==> src/common/dpdc_params.svh <==
`ifndef DPDC_PARAMS_SVH
`define DPDC_PARAMS_SVH

// Channel count and register bus widths.
`define DPDC_NUM_CH      8
`define DPDC_AW          8
`define DPDC_DW          32
`define DPDC_FIELD_W     16

// Register offsets (byte addresses).
`define DPDC_OFF_VOL_PD  8'h00
`define DPDC_OFF_VOL_REF 8'h04
`define DPDC_OFF_NV_PD   8'h08
`define DPDC_OFF_NV_REF  8'h0C
`define DPDC_OFF_CMD     8'h10
`define DPDC_OFF_STATUS  8'h14

// Command and status bit positions.
`define DPDC_CMD_GC_RESET 0
`define DPDC_CMD_GC_WAKE  1
`define DPDC_STAT_BUSY    8

// Power-down mode and reference selection encodings.
`define DPDC_PD_NORMAL   2'h0
`define DPDC_PD_1K       2'h1
`define DPDC_PD_125K     2'h2
`define DPDC_PD_OPEN     2'h3
`define DPDC_REF_VDD     2'h0
`define DPDC_REF_BG      2'h1
`define DPDC_REF_PIN     2'h2
`define DPDC_REF_PIN_BUF 2'h3

// Reset values of the nonvolatile copies.
`define DPDC_NV_PD_RST   16'h0000
`define DPDC_NV_REF_RST  16'h0000

// Timing, in ns, and derived cycle counts (least times round up).
`define DPDC_CLK_NS      50
`define DPDC_ENTRY_NS    10000
`define DPDC_EXIT_NS     10000
`define DPDC_RSTDLY_NS   100000
`define DPDC_ENTRY_CYC ((`DPDC_ENTRY_NS + `DPDC_CLK_NS - 1) / `DPDC_CLK_NS)
`define DPDC_EXIT_CYC  ((`DPDC_EXIT_NS + `DPDC_CLK_NS - 1) / `DPDC_CLK_NS)
`define DPDC_RSTDLY_CYC ((`DPDC_RSTDLY_NS + `DPDC_CLK_NS - 1) / `DPDC_CLK_NS)
`define DPDC_CNT_W       12

`endif

==> src/common/dpdc_pkg.sv <==
package dpdc_pkg;

    // Channel sequencer states, Gray coded along the usual cycle.
    typedef enum logic [1:0] {
        ST_NORMAL = 2'h0,
        ST_ENTER  = 2'h1,
        ST_DOWN   = 2'h3,
        ST_EXIT   = 2'h2
    } dpdc_state_e;

    // Analog circuit enables of one channel.
    typedef struct packed {
        logic ampPower;
        logic ampDrive;
        logic pd1k;
        logic pd125k;
        logic ladderConn;
        logic ladderVdd;
        logic ladderPin;
        logic ladderBuf;
        logic bandGap;
    } dpdc_en_s;

    // Enables for normal mode with the supply as reference.
    localparam dpdc_en_s DPDC_EN_RST = '{1'b1, 1'b1, 1'b0, 1'b0, 1'b1,
                                         1'b1, 1'b0, 1'b0, 1'b0};

endpackage : dpdc_pkg

==> src/common/dpdc_chan_if.sv <==
`timescale 1ns/100ps
interface dpdc_chan_if
    import dpdc_pkg::*;
();
    logic [1:0] mode;
    logic [1:0] refSel;
    dpdc_en_s   en;

    // Controller side drives the settings and reads the enables.
    modport ctrl (output mode, output refSel, input en);
    // Sequencer side reads the settings and drives the enables.
    modport seq (input mode, input refSel, output en);
endinterface : dpdc_chan_if

==> src/rtl/dpdc_chan_seq.sv <==
`timescale 1ns/100ps
`include "dpdc_params.svh"
module dpdc_chan_seq
    import dpdc_pkg::*;
#(
    parameter int ENTRY_CYC = `DPDC_ENTRY_CYC,
    parameter int EXIT_CYC  = `DPDC_EXIT_CYC
) (
    input  wire logic clk,
    input  wire logic nrst,
    input  wire logic clkEn,
    dpdc_chan_if.seq  chan
);
    localparam int CW = `DPDC_CNT_W;
    localparam logic [CW-1:0] ENTRY_LOAD = CW'(ENTRY_CYC - 1);
    localparam logic [CW-1:0] EXIT_LOAD  = CW'(EXIT_CYC - 1);

    dpdc_state_e   state_ff;
    dpdc_state_e   nxt_state;
    logic [CW-1:0] cnt_ff;
    logic [CW-1:0] nxt_cnt;
    logic [1:0]    lastMode_ff;
    logic [1:0]    nxt_lastMode;
    dpdc_en_s      en_ff;
    dpdc_en_s      nxt_en;
    logic          modeChg;
    logic          powered;
    logic          isNormal;

    assign isNormal = (chan.mode == `DPDC_PD_NORMAL);
    assign modeChg  = (chan.mode != lastMode_ff);

    // Delays run on counters; a new power-down mode during the entry wait restarts it.
    always_comb begin
        nxt_state    = state_ff;
        nxt_cnt      = cnt_ff;
        nxt_lastMode = chan.mode;
        case (state_ff)
            ST_NORMAL: begin
                if (!isNormal) begin
                    nxt_state = ST_ENTER;
                    nxt_cnt   = ENTRY_LOAD;
                end
            end
            ST_ENTER: begin
                if (isNormal) begin
                    nxt_state = ST_NORMAL;
                end else if (modeChg) begin
                    nxt_cnt = ENTRY_LOAD;
                end else if (cnt_ff == '0) begin
                    nxt_state = ST_DOWN;
                end else begin
                    nxt_cnt = cnt_ff - 1'b1;
                end
            end
            ST_DOWN: begin
                if (isNormal) begin
                    nxt_state = ST_EXIT;
                    nxt_cnt   = EXIT_LOAD;
                end
            end
            ST_EXIT: begin
                if (!isNormal) begin
                    nxt_state = ST_DOWN;
                end else if (cnt_ff == '0) begin
                    nxt_state = ST_NORMAL;
                end else begin
                    nxt_cnt = cnt_ff - 1'b1;
                end
            end
            default: begin
                nxt_state = ST_NORMAL;
            end
        endcase
        // Amp and ladder are up in every state but DOWN, so the exit wait
        // already has the ladder connected and the amp powered, with only its drive held off.
        powered           = (nxt_state != ST_DOWN);
        nxt_en.ampPower   = powered;
        nxt_en.ampDrive   = (nxt_state == ST_NORMAL) ||
                            (nxt_state == ST_ENTER);
        nxt_en.pd1k       = (nxt_state == ST_DOWN) &&
                            (chan.mode == `DPDC_PD_1K);
        nxt_en.pd125k     = (nxt_state == ST_DOWN) &&
                            (chan.mode == `DPDC_PD_125K);
        nxt_en.ladderConn = powered;
        nxt_en.ladderVdd  = powered && (chan.refSel != `DPDC_REF_PIN);
        nxt_en.ladderPin  = powered && (chan.refSel == `DPDC_REF_PIN);
        nxt_en.ladderBuf  = powered && chan.refSel[0];
        nxt_en.bandGap    = (chan.refSel == `DPDC_REF_BG);
    end

    // State and enables are held while the clock enable is low.
    always_ff @(posedge clk or negedge nrst) begin
        if (!nrst) begin
            state_ff    <= ST_NORMAL;
            cnt_ff      <= '0;
            lastMode_ff <= `DPDC_PD_NORMAL;
            en_ff       <= DPDC_EN_RST;
        end else if (clkEn) begin
            state_ff    <= nxt_state;
            cnt_ff      <= nxt_cnt;
            lastMode_ff <= nxt_lastMode;
            en_ff       <= nxt_en;
        end
    end

    assign chan.en = en_ff;

    a_entry_delay: assert property (@(posedge clk) disable iff (!nrst)
        (state_ff == ST_NORMAL && !isNormal && clkEn) |=> en_ff.ampDrive[*8])
        else $error("Amplifier stopped before entry delay.");
    a_down_off: assert property (@(posedge clk) disable iff (!nrst)
        (state_ff == ST_DOWN) |-> !en_ff.ampDrive && !en_ff.ladderConn)
        else $error("Circuits enabled while powered down.");
    a_exit_delay: assert property (@(posedge clk) disable iff (!nrst)
        (state_ff == ST_DOWN && isNormal && clkEn) |=>
        (!en_ff.ampDrive && en_ff.ladderConn)[*8])
        else $error("Amplifier drove before exit delay.");
    a_pull_mode: assert property (@(posedge clk) disable iff (!nrst)
        en_ff.pd1k |-> !en_ff.pd125k && !en_ff.ampPower)
        else $error("Pull-down engaged in wrong state.");
endmodule : dpdc_chan_seq

==> src/rtl/dpdc_pin_sync.sv <==
`timescale 1ns/100ps
module dpdc_pin_sync (
    input  wire logic clk,
    input  wire logic nrst,
    input  wire logic clkEn,
    input  wire logic pinIn,
    output logic      level
);
    logic meta_ff;
    logic s2_ff;
    logic s3_ff;
    logic level_ff;
    logic nxt_level;

    // A change counts only once stages two and three agree.
    always_comb begin
        nxt_level = (s2_ff == s3_ff) ? s3_ff : level_ff;
    end

    // The first stage feeds the second stage and nothing else.
    always_ff @(posedge clk or negedge nrst) begin
        if (!nrst) begin
            meta_ff  <= 1'b0;
            s2_ff    <= 1'b0;
            s3_ff    <= 1'b0;
            level_ff <= 1'b0;
        end else if (clkEn) begin
            meta_ff  <= pinIn;
            s2_ff    <= meta_ff;
            s3_ff    <= s2_ff;
            level_ff <= nxt_level;
        end
    end

    assign level = level_ff;
endmodule : dpdc_pin_sync

==> src/rtl/dpdc_power_down_ctrl.sv <==
// Local design decisions: the placing of the registers and the plain strobed port.
`timescale 1ns/100ps
`include "dpdc_params.svh"
module dpdc_power_down_ctrl
    import dpdc_pkg::*;
(
    input  wire logic                     clk,
    input  wire logic                     clkEn,
    input  wire logic                     nrst,
    input  wire logic                     porPin,
    input  wire logic [`DPDC_AW-1:0]      regAddr,
    input  wire logic [`DPDC_DW-1:0]      regWdata,
    input  wire logic                     regWr,
    input  wire logic                     regRd,
    output logic      [`DPDC_DW-1:0]      regRdata,
    output logic      [`DPDC_NUM_CH-1:0]  ampPower,
    output logic      [`DPDC_NUM_CH-1:0]  ampDrive,
    output logic      [`DPDC_NUM_CH-1:0]  pullDown1k,
    output logic      [`DPDC_NUM_CH-1:0]  pullDown125k,
    output logic      [`DPDC_NUM_CH-1:0]  ladderConn,
    output logic      [`DPDC_NUM_CH-1:0]  ladderFromVdd,
    output logic      [`DPDC_NUM_CH-1:0]  ladderFromPin,
    output logic      [`DPDC_NUM_CH-1:0]  ladderBufEn,
    output logic      [`DPDC_NUM_CH-1:0]  bandGapEn,
    output logic                          resetDelayBusy
);
    localparam int NCH = `DPDC_NUM_CH;
    localparam int FW  = `DPDC_FIELD_W;
    localparam int CW  = `DPDC_CNT_W;
    localparam logic [CW-1:0] RSTDLY_LOAD = CW'(`DPDC_RSTDLY_CYC - 1);

    logic [FW-1:0]          volPd_ff;
    logic [FW-1:0]          nxt_volPd;
    logic [FW-1:0]          volRef_ff;
    logic [FW-1:0]          nxt_volRef;
    logic [FW-1:0]          nvPd_ff;
    logic [FW-1:0]          nxt_nvPd;
    logic [FW-1:0]          nvRef_ff;
    logic [FW-1:0]          nxt_nvRef;
    logic [CW-1:0]          busyCnt_ff;
    logic [CW-1:0]          nxt_busyCnt;
    logic                   busy_ff;
    logic                   nxt_busy;
    logic                   porQ_ff;
    logic [`DPDC_DW-1:0]    rdata_ff;
    logic [`DPDC_DW-1:0]    nxt_rdata;
    logic                   porLvl;
    logic                   porEvt;
    logic                   cmdWr;
    logic                   gcReset;
    logic                   gcWake;
    logic [NCH-1:0]         driving;

    // The reset detector pin is asynchronous, so it is filtered first.
    dpdc_pin_sync u_porSync (
        .clk   (clk),
        .nrst  (nrst),
        .clkEn (clkEn),
        .pinIn (porPin),
        .level (porLvl)
    );

    // A rising reset level is one reload event.
    assign porEvt  = porLvl && !porQ_ff;
    assign cmdWr   = regWr && (regAddr == `DPDC_OFF_CMD);
    assign gcReset = cmdWr && regWdata[`DPDC_CMD_GC_RESET];
    assign gcWake  = cmdWr && regWdata[`DPDC_CMD_GC_WAKE];

    // Register updates. Later statements take priority, so a power-on
    // reload beats a general call, which beats a plain field write.
    always_comb begin
        nxt_volPd   = volPd_ff;
        nxt_volRef  = volRef_ff;
        nxt_nvPd    = nvPd_ff;
        nxt_nvRef   = nvRef_ff;
        nxt_busyCnt = busyCnt_ff;
        nxt_rdata   = '0;
        if (busyCnt_ff != '0) begin
            nxt_busyCnt = busyCnt_ff - 1'b1;
        end
        // Writes are accepted whatever the channels' modes are.
        if (regWr) begin
            case (regAddr)
                `DPDC_OFF_VOL_PD: begin
                    nxt_volPd = regWdata[FW-1:0];
                end
                `DPDC_OFF_VOL_REF: begin
                    nxt_volRef = regWdata[FW-1:0];
                end
                `DPDC_OFF_NV_PD: begin
                    nxt_nvPd = regWdata[FW-1:0];
                end
                `DPDC_OFF_NV_REF: begin
                    nxt_nvRef = regWdata[FW-1:0];
                end
                default: begin
                end
            endcase
        end
        // General-call reset reloads the settings, but no reset timer.
        if (gcReset) begin
            nxt_volPd  = nvPd_ff;
            nxt_volRef = nvRef_ff;
        end
        // Wake-up forces every channel back to normal mode.
        if (gcWake) begin
            nxt_volPd = '0;
        end
        // Power-on reload, with the reset delay timer started.
        if (porEvt) begin
            nxt_volPd   = nvPd_ff;
            nxt_volRef  = nvRef_ff;
            nxt_busyCnt = RSTDLY_LOAD;
        end
        nxt_busy = (nxt_busyCnt != '0);
        // Read data stand only in the cycle after the strobe.
        if (regRd) begin
            case (regAddr)
                `DPDC_OFF_VOL_PD: begin
                    nxt_rdata[FW-1:0] = volPd_ff;
                end
                `DPDC_OFF_VOL_REF: begin
                    nxt_rdata[FW-1:0] = volRef_ff;
                end
                `DPDC_OFF_NV_PD: begin
                    nxt_rdata[FW-1:0] = nvPd_ff;
                end
                `DPDC_OFF_NV_REF: begin
                    nxt_rdata[FW-1:0] = nvRef_ff;
                end
                `DPDC_OFF_STATUS: begin
                    nxt_rdata[NCH-1:0]         = driving;
                    nxt_rdata[`DPDC_STAT_BUSY] = busy_ff;
                end
                default: begin
                end
            endcase
        end
    end

    // Powering down never touches these; only the paths above do.
    always_ff @(posedge clk or negedge nrst) begin
        if (!nrst) begin
            volPd_ff   <= `DPDC_NV_PD_RST;
            volRef_ff  <= `DPDC_NV_REF_RST;
            nvPd_ff    <= `DPDC_NV_PD_RST;
            nvRef_ff   <= `DPDC_NV_REF_RST;
            busyCnt_ff <= '0;
            busy_ff    <= 1'b0;
            porQ_ff    <= 1'b0;
            rdata_ff   <= '0;
        end else if (clkEn) begin
            volPd_ff   <= nxt_volPd;
            volRef_ff  <= nxt_volRef;
            nvPd_ff    <= nxt_nvPd;
            nvRef_ff   <= nxt_nvRef;
            busyCnt_ff <= nxt_busyCnt;
            busy_ff    <= nxt_busy;
            porQ_ff    <= porLvl;
            rdata_ff   <= nxt_rdata;
        end
    end

    assign regRdata       = rdata_ff;
    assign resetDelayBusy = busy_ff;

    // One independent sequencer per channel, fed from its own fields.
    for (genvar i = 0; i < NCH; i++) begin : g_ch
        dpdc_chan_if chIf ();
        assign chIf.mode   = volPd_ff[2*i +: 2];
        assign chIf.refSel = volRef_ff[2*i +: 2];
        dpdc_chan_seq u_seq (
            .clk   (clk),
            .nrst  (nrst),
            .clkEn (clkEn),
            .chan  (chIf.seq)
        );
        assign ampPower[i]      = chIf.en.ampPower;
        assign ampDrive[i]      = chIf.en.ampDrive;
        assign pullDown1k[i]    = chIf.en.pd1k;
        assign pullDown125k[i]  = chIf.en.pd125k;
        assign ladderConn[i]    = chIf.en.ladderConn;
        assign ladderFromVdd[i] = chIf.en.ladderVdd;
        assign ladderFromPin[i] = chIf.en.ladderPin;
        assign ladderBufEn[i]   = chIf.en.ladderBuf;
        assign bandGapEn[i]     = chIf.en.bandGap;
        assign driving[i]       = chIf.en.ampDrive;
    end

    a_wake_clear: assert property (@(posedge clk) disable iff (!nrst)
        (gcWake && !porEvt && clkEn) |=> (volPd_ff == '0))
        else $error("Wake-up did not clear the modes.");
    a_por_reload: assert property (@(posedge clk) disable iff (!nrst)
        (porEvt && clkEn) |=> (volPd_ff == $past(nvPd_ff)) &&
        (volRef_ff == $past(nvRef_ff)) && busy_ff)
        else $error("Power-on reload failed.");
    a_gc_no_timer: assert property (@(posedge clk) disable iff (!nrst)
        (gcReset && !porEvt && !busy_ff && clkEn) |=>
        !busy_ff && (volPd_ff == $past(nvPd_ff)))
        else $error("General-call reset misbehaved.");
    a_pd_source: assert property (@(posedge clk) disable iff (!nrst)
        (volPd_ff != $past(volPd_ff)) |-> $past(regWr || porEvt))
        else $error("Mode field changed without a cause.");
    a_busy_hold: assert property (@(posedge clk) disable iff (!nrst)
        $rose(busy_ff) |-> busy_ff[*8])
        else $error("Reset delay ended too early.");
endmodule : dpdc_power_down_ctrl

==> config.mk <==
export PLATFORM = sky130hd
export DESIGN_NAME = dpdc_power_down_ctrl
export DESIGN_NICKNAME = d
export VERILOG_FILES = /design/src/common/dpdc_pkg.sv /design/src/common/dpdc_chan_if.sv /design/src/rtl/dpdc_chan_seq.sv /design/src/rtl/dpdc_pin_sync.sv /design/src/rtl/dpdc_power_down_ctrl.sv
export VERILOG_INCLUDE_DIRS = /design/src /design/src/common
export SDC_FILE = /design/constraint.sdc
export NUM_CORES = 1
export LEC_CHECK = 0
export BUFFER_PORTS_ARGS = -buffer_cell sky130_fd_sc_hd__buf_2
export CORE_MARGIN = 5
export CORE_UTILIZATION = 45
export CTS_BUF_LIST = sky130_fd_sc_hd__clkbuf_4
export CTS_CLUSTER_DIAMETER = 60
export DETAILED_ROUTE_END_ITERATION = 10
export GPL_TIMING_DRIVEN = 0
export SYNTH_ARGS = -nofsm -noshare
export SYNTH_HDL_FRONTEND = slang
export SYNTH_SLANG_ARGS = --single-unit
==> constraint.sdc <==
create_clock -name clk -period 3.7 [get_ports clk]
set_input_delay 0.185 -clock clk [delete_from_list [all_inputs] [get_ports clk]]
set_output_delay 0.185 -clock clk [all_outputs]
set_load 0.1 [all_outputs]
==> results.md <==
* Mapped Cells at about 1,700
* Final Critical Period at between 3 and 4 ns
* Net Sw Frac at 0.497
* Post-DP HPWL at about 35,000 um
* Area after DPL at around 0.018 mm^2
* Layout cells sized above 1 at 0.222
* CP Data Arrival Time at 3.99 ns
* Post-synth design cell area at 0.0166 mm^2
* Startpoint Class: input port
* Drt first-iter violations at about 1,200
* Critical hold path startpoint: porPin
* Ys async rst share at 1.00
* CTS root buffer: clkbuf_4
* Initial antenna violation count at 4
* Routed Antenna Nets at 0
* Max Cap Violations at 0
* Clk_lat worst skew at around 0.76 ns
* CTS tree: yes
* Clock tree buffer depth at 3
* Maximum clock frequency at around 300 MHz
* Synth Area in Compound Gates at 0.208
* Slew Limit Fails at 0
* Synth warn at 0
* Routed WL at between 50,000 and 60,000 um
* Clk pin slew, worst setup/hold paths at approximately 0.06 ns
* Detailed-route via count at 14,800
* Worst min path class: input port to flop
* Final Hold Vio Count at 0
* Worst IR Drop VDD at roughly 0.77 mV
* # fillers at approximately 3,400
* Pint at approximately 8700 uW
* Cts hold-fix bufs at 24
* Row count at 70
* Fin util at 0.527
* Largest net degree at the start of global routing at around 120
* Largest delay share family, worst path: buffers and inverters
* Setup Viol. Count Final at 0
* Commonest cells after routing, fill and taps aside: 266 x dfrtp_1, 142 x o21ai_0, 129 x clkbuf_4
* Setup crit start: clkEn
* Multiplexer area fraction after synthesis at 0.0878
* Worst setup EP type: flop
* Die area at 0.0408 mm^2
* Post-CTS setup buffers at 0
* Worst reg2reg path startpoint: g_ch[3].u_seq.state_ff[1]
* Register-to-register setup slack at 0.54 ns
* Post-route cell area at slightly below 0.02 mm^2
* Comb power frac at 0.518
* RD Place Congestion at just over 0.9
* Clock H-tree levels at 3
* Period utilization at 0.899
* Vias in the first global route at 14,300
* Sequential share of the synthesized area at 0.440
* Fin Hold WS at between 0.2 and 0.25 ns
* Critical path data required time at around 4.4 ns
* Die Y at 202 um
* Pre-Repair DR Iteration Count at 5
* GRT Util Overall at 0.248
* Leak Pwr at about 0.0085 uW
* Post-synth EDFFs at 0
* Flop pwr share at 0.295
* Core box area at approximately 0.037 mm^2
* Netlist cell types at 86
* Port Buffers at 116
* Post-synth top flop: dfrtp_1
* CTS Sinks at 290
* #FFs+latches synth at 290
* Critical path class: input port to flop
* Final net count at a little over 2,000
* Avg WL per Cell at about 21 um
* Crit path setup slack, layout at approximately 0.37 ns
* Synth Area in Simple Gates at 0.170
* Adder and majority gate portion of the synthesized area at 0.0325
* Crit-path max cell delay at a little over 0.9 ns
* Largest family of logic cells by synthesized area: compound AO/OA/AOI/OAI gates
* NetSw at between 8000 and 9000 uW
* Commonest non-fill, non-tap cell in the layout: dfrtp_1
* Crit-path cells: clkbuf_1 > inv_1 > clkbuf_1 > clkbuf_1 > clkbuf_1 > nand2_1 > a22oi_1
* Area grow syn2layout at 16.2%
* Status: completed
* First-pass GRT wire length at a little over 80,000 um
* Pre-CTS worst setup slack at -0.338 ns
* Die extent in x at a little over 200 um
* Setup_tns at 0 ns
* Initial core utilization at 0.454
* XOR/XNOR Fraction of Synth Area at 0.0106
* I/O pins at 151
* Clock power share at 0.187
* Cell Pwr Density at ~900 mW/mm^2
* Worst slew margin at 0.103
* Vias/cell at 5.97
* Bufs and invs on worst path at 5
* Clock buffer count from CTS at between 80 and 90
* Critical-path maximum fanout at 10
* Crit path top cell by count: clkbuf_1
* Average size of a mapped cell at 9.72 um^2
* Slew @ Worst Pin at approximately 1.3 ns
* CTS resizes at 0
* Final Skew at around 0.039 ns
* DRC Markers at 0
* Slowest CP cell: clkbuf_1
* Total global routing overflow at 0
* RSZ-0062 raised after global routing: no
[synthesized netlist by cell type, types with 9 or more instances]
| master | count | area share |
|---|---|---|
| xnor2_1 | 18 | 0.0095 |
| nand4_1 | 15 | 0.0057 |
| o31a_1 | 9 | 0.0048 |
| buf_4 | 26 | 0.012 |
| a21o_1 | 16 | 0.0072 |
| nor2_1 | 123 | 0.028 |
| nand3_1 | 36 | 0.011 |
| o2bb2ai_1 | 11 | 0.0058 |
| nand2b_1 | 25 | 0.0094 |
| a31oi_1 | 42 | 0.016 |
| o22ai_1 | 11 | 0.0042 |
| a222oi_1 | 9 | 0.0054 |
| dfstp_2 | 24 | 0.038 |
| a22o_1 | 31 | 0.016 |
| buf_1 | 11 | 0.0025 |
| a32o_1 | 17 | 0.010 |
| o22a_1 | 13 | 0.0069 |
| nand3b_1 | 17 | 0.0077 |
| inv_1 | 93 | 0.021 |
| mux2_2 | 77 | 0.052 |
| or4_1 | 20 | 0.0091 |
| clkbuf_1 | 57 | 0.013 |
| or2_2 | 12 | 0.0045 |
| o21ai_0 | 142 | 0.043 |
| a21oi_1 | 102 | 0.031 |
| dfrtp_1 | 266 | 0.40 |
| ha_1 | 43 | 0.032 |
| nand2_1 | 81 | 0.018 |
| nor3_1 | 62 | 0.019 |
| o31ai_1 | 15 | 0.0068 |
| mux2_4 | 10 | 0.0091 |
| mux2i_1 | 28 | 0.017 |
| or3_1 | 19 | 0.0072 |
| nor4_1 | 32 | 0.012 |
| nor3b_1 | 10 | 0.0045 |
| a221oi_1 | 10 | 0.0053 |
| nor2b_1 | 20 | 0.0075 |
[flip-flops by register name, summed over array words and instances, names as in the netlist]
register                count
g_ch.u_seq.lastMode_ff     16
g_ch.u_seq.cnt_ff          96
regRdata                   16
volPd_ff                   16
g_ch.u_seq.chan.en         64
busyCnt_ff                 12
resetDelayBusy              1
nvRef_ff                   16
volRef_ff                  16
u_porSync.meta_ff           1
u_porSync.s2_ff             1
u_porSync.level             1
porQ_ff                     1
g_ch.u_seq.state_ff        16
u_porSync.s3_ff             1
nvPd_ff                    16
[cell families (layout without fill, tap and decap cells)]
group | Yosys count | in the layout
AND/OR/NAND/NOR | 519 | 519
adder cells (fa/ha/maj) | 43 | 43
AO/OA/AOI/OAI | 516 | 516
buffers and inverters | 195 | 484
other | 1 | 18
multiplexers | 122 | 122
XOR/XNOR | 20 | 20
flip-flops | 290 | 290
[path summary, 6_finish.rpt]
check	cells after the start	end
max	7	g_ch[2].u_seq.chan.en[2]
max reg2reg	7	g_ch[3].u_seq.cnt_ff[8]
max in group asynchronous	4	g_ch[6].u_seq.cnt_ff[6]
min	3	u_porSync.meta_ff
min reg2reg	1	g_ch[4].u_seq.chan.en[6]
min in group asynchronous	3	g_ch[3].u_seq.chan.en[8]
[layer usage]
metal / GRT usage / vias to the layer above / wire [um]
met2: 0.373 / 552 / 22700
met3: 0.0576 / 96 / 3940
li1: - / 6929 / -
met1: 0.350 / 7216 / 23300
met5: 0 / - / 27
met4: 0.0891 / 4 / 1430
[through the flow]
step | std cells | power (uW)
final | 2480 | 17300
after global routing | 2480 | 18500
after CTS | 2478 | 17400
after detailed placement | 2308 | 14000
after global placement | 2305 | 13900
after floorplan | 1721 | 12000
[worst reg2reg max path: cells and delay by family, from the launching register on]
kind,cells,cell delay [ns]
simple gates,3,1.99
flops,1,0.47
fa+ha+maj,1,0.27
compound gates,2,0.22
buf+inv,1,0.12
[power groups by stage]
stage          logic (uW)  registers, uW  clock network [uW]
3_5_place_dp         8870           5140                   0
6_report             8990           5110                3240
4_1_cts              8940           5100                3320
3_3_place_gp         8750           5120                   0
5_1_grt              9760           5250                3480
2_1_floorplan        5170           6820                   0
[layout make-up]
type | instances | area, um^2 | area share
antenna | 2 | 5.00 | 0.000260
buffer | 102 | 503 | 0.0261
clock buffer | 129 | 968 | 0.0503
clock inverter | 17 | 146 | 0.00760
inverter | 93 | 349 | 0.0181
multi-input combinational | 1236 | 8500 | 0.441
sequential | 290 | 7290 | 0.378
tap | 468 | 586 | 0.0304
timing repair buffer | 143 | 911 | 0.0473
No activity file was read; power rests on OpenSTA's default activity.
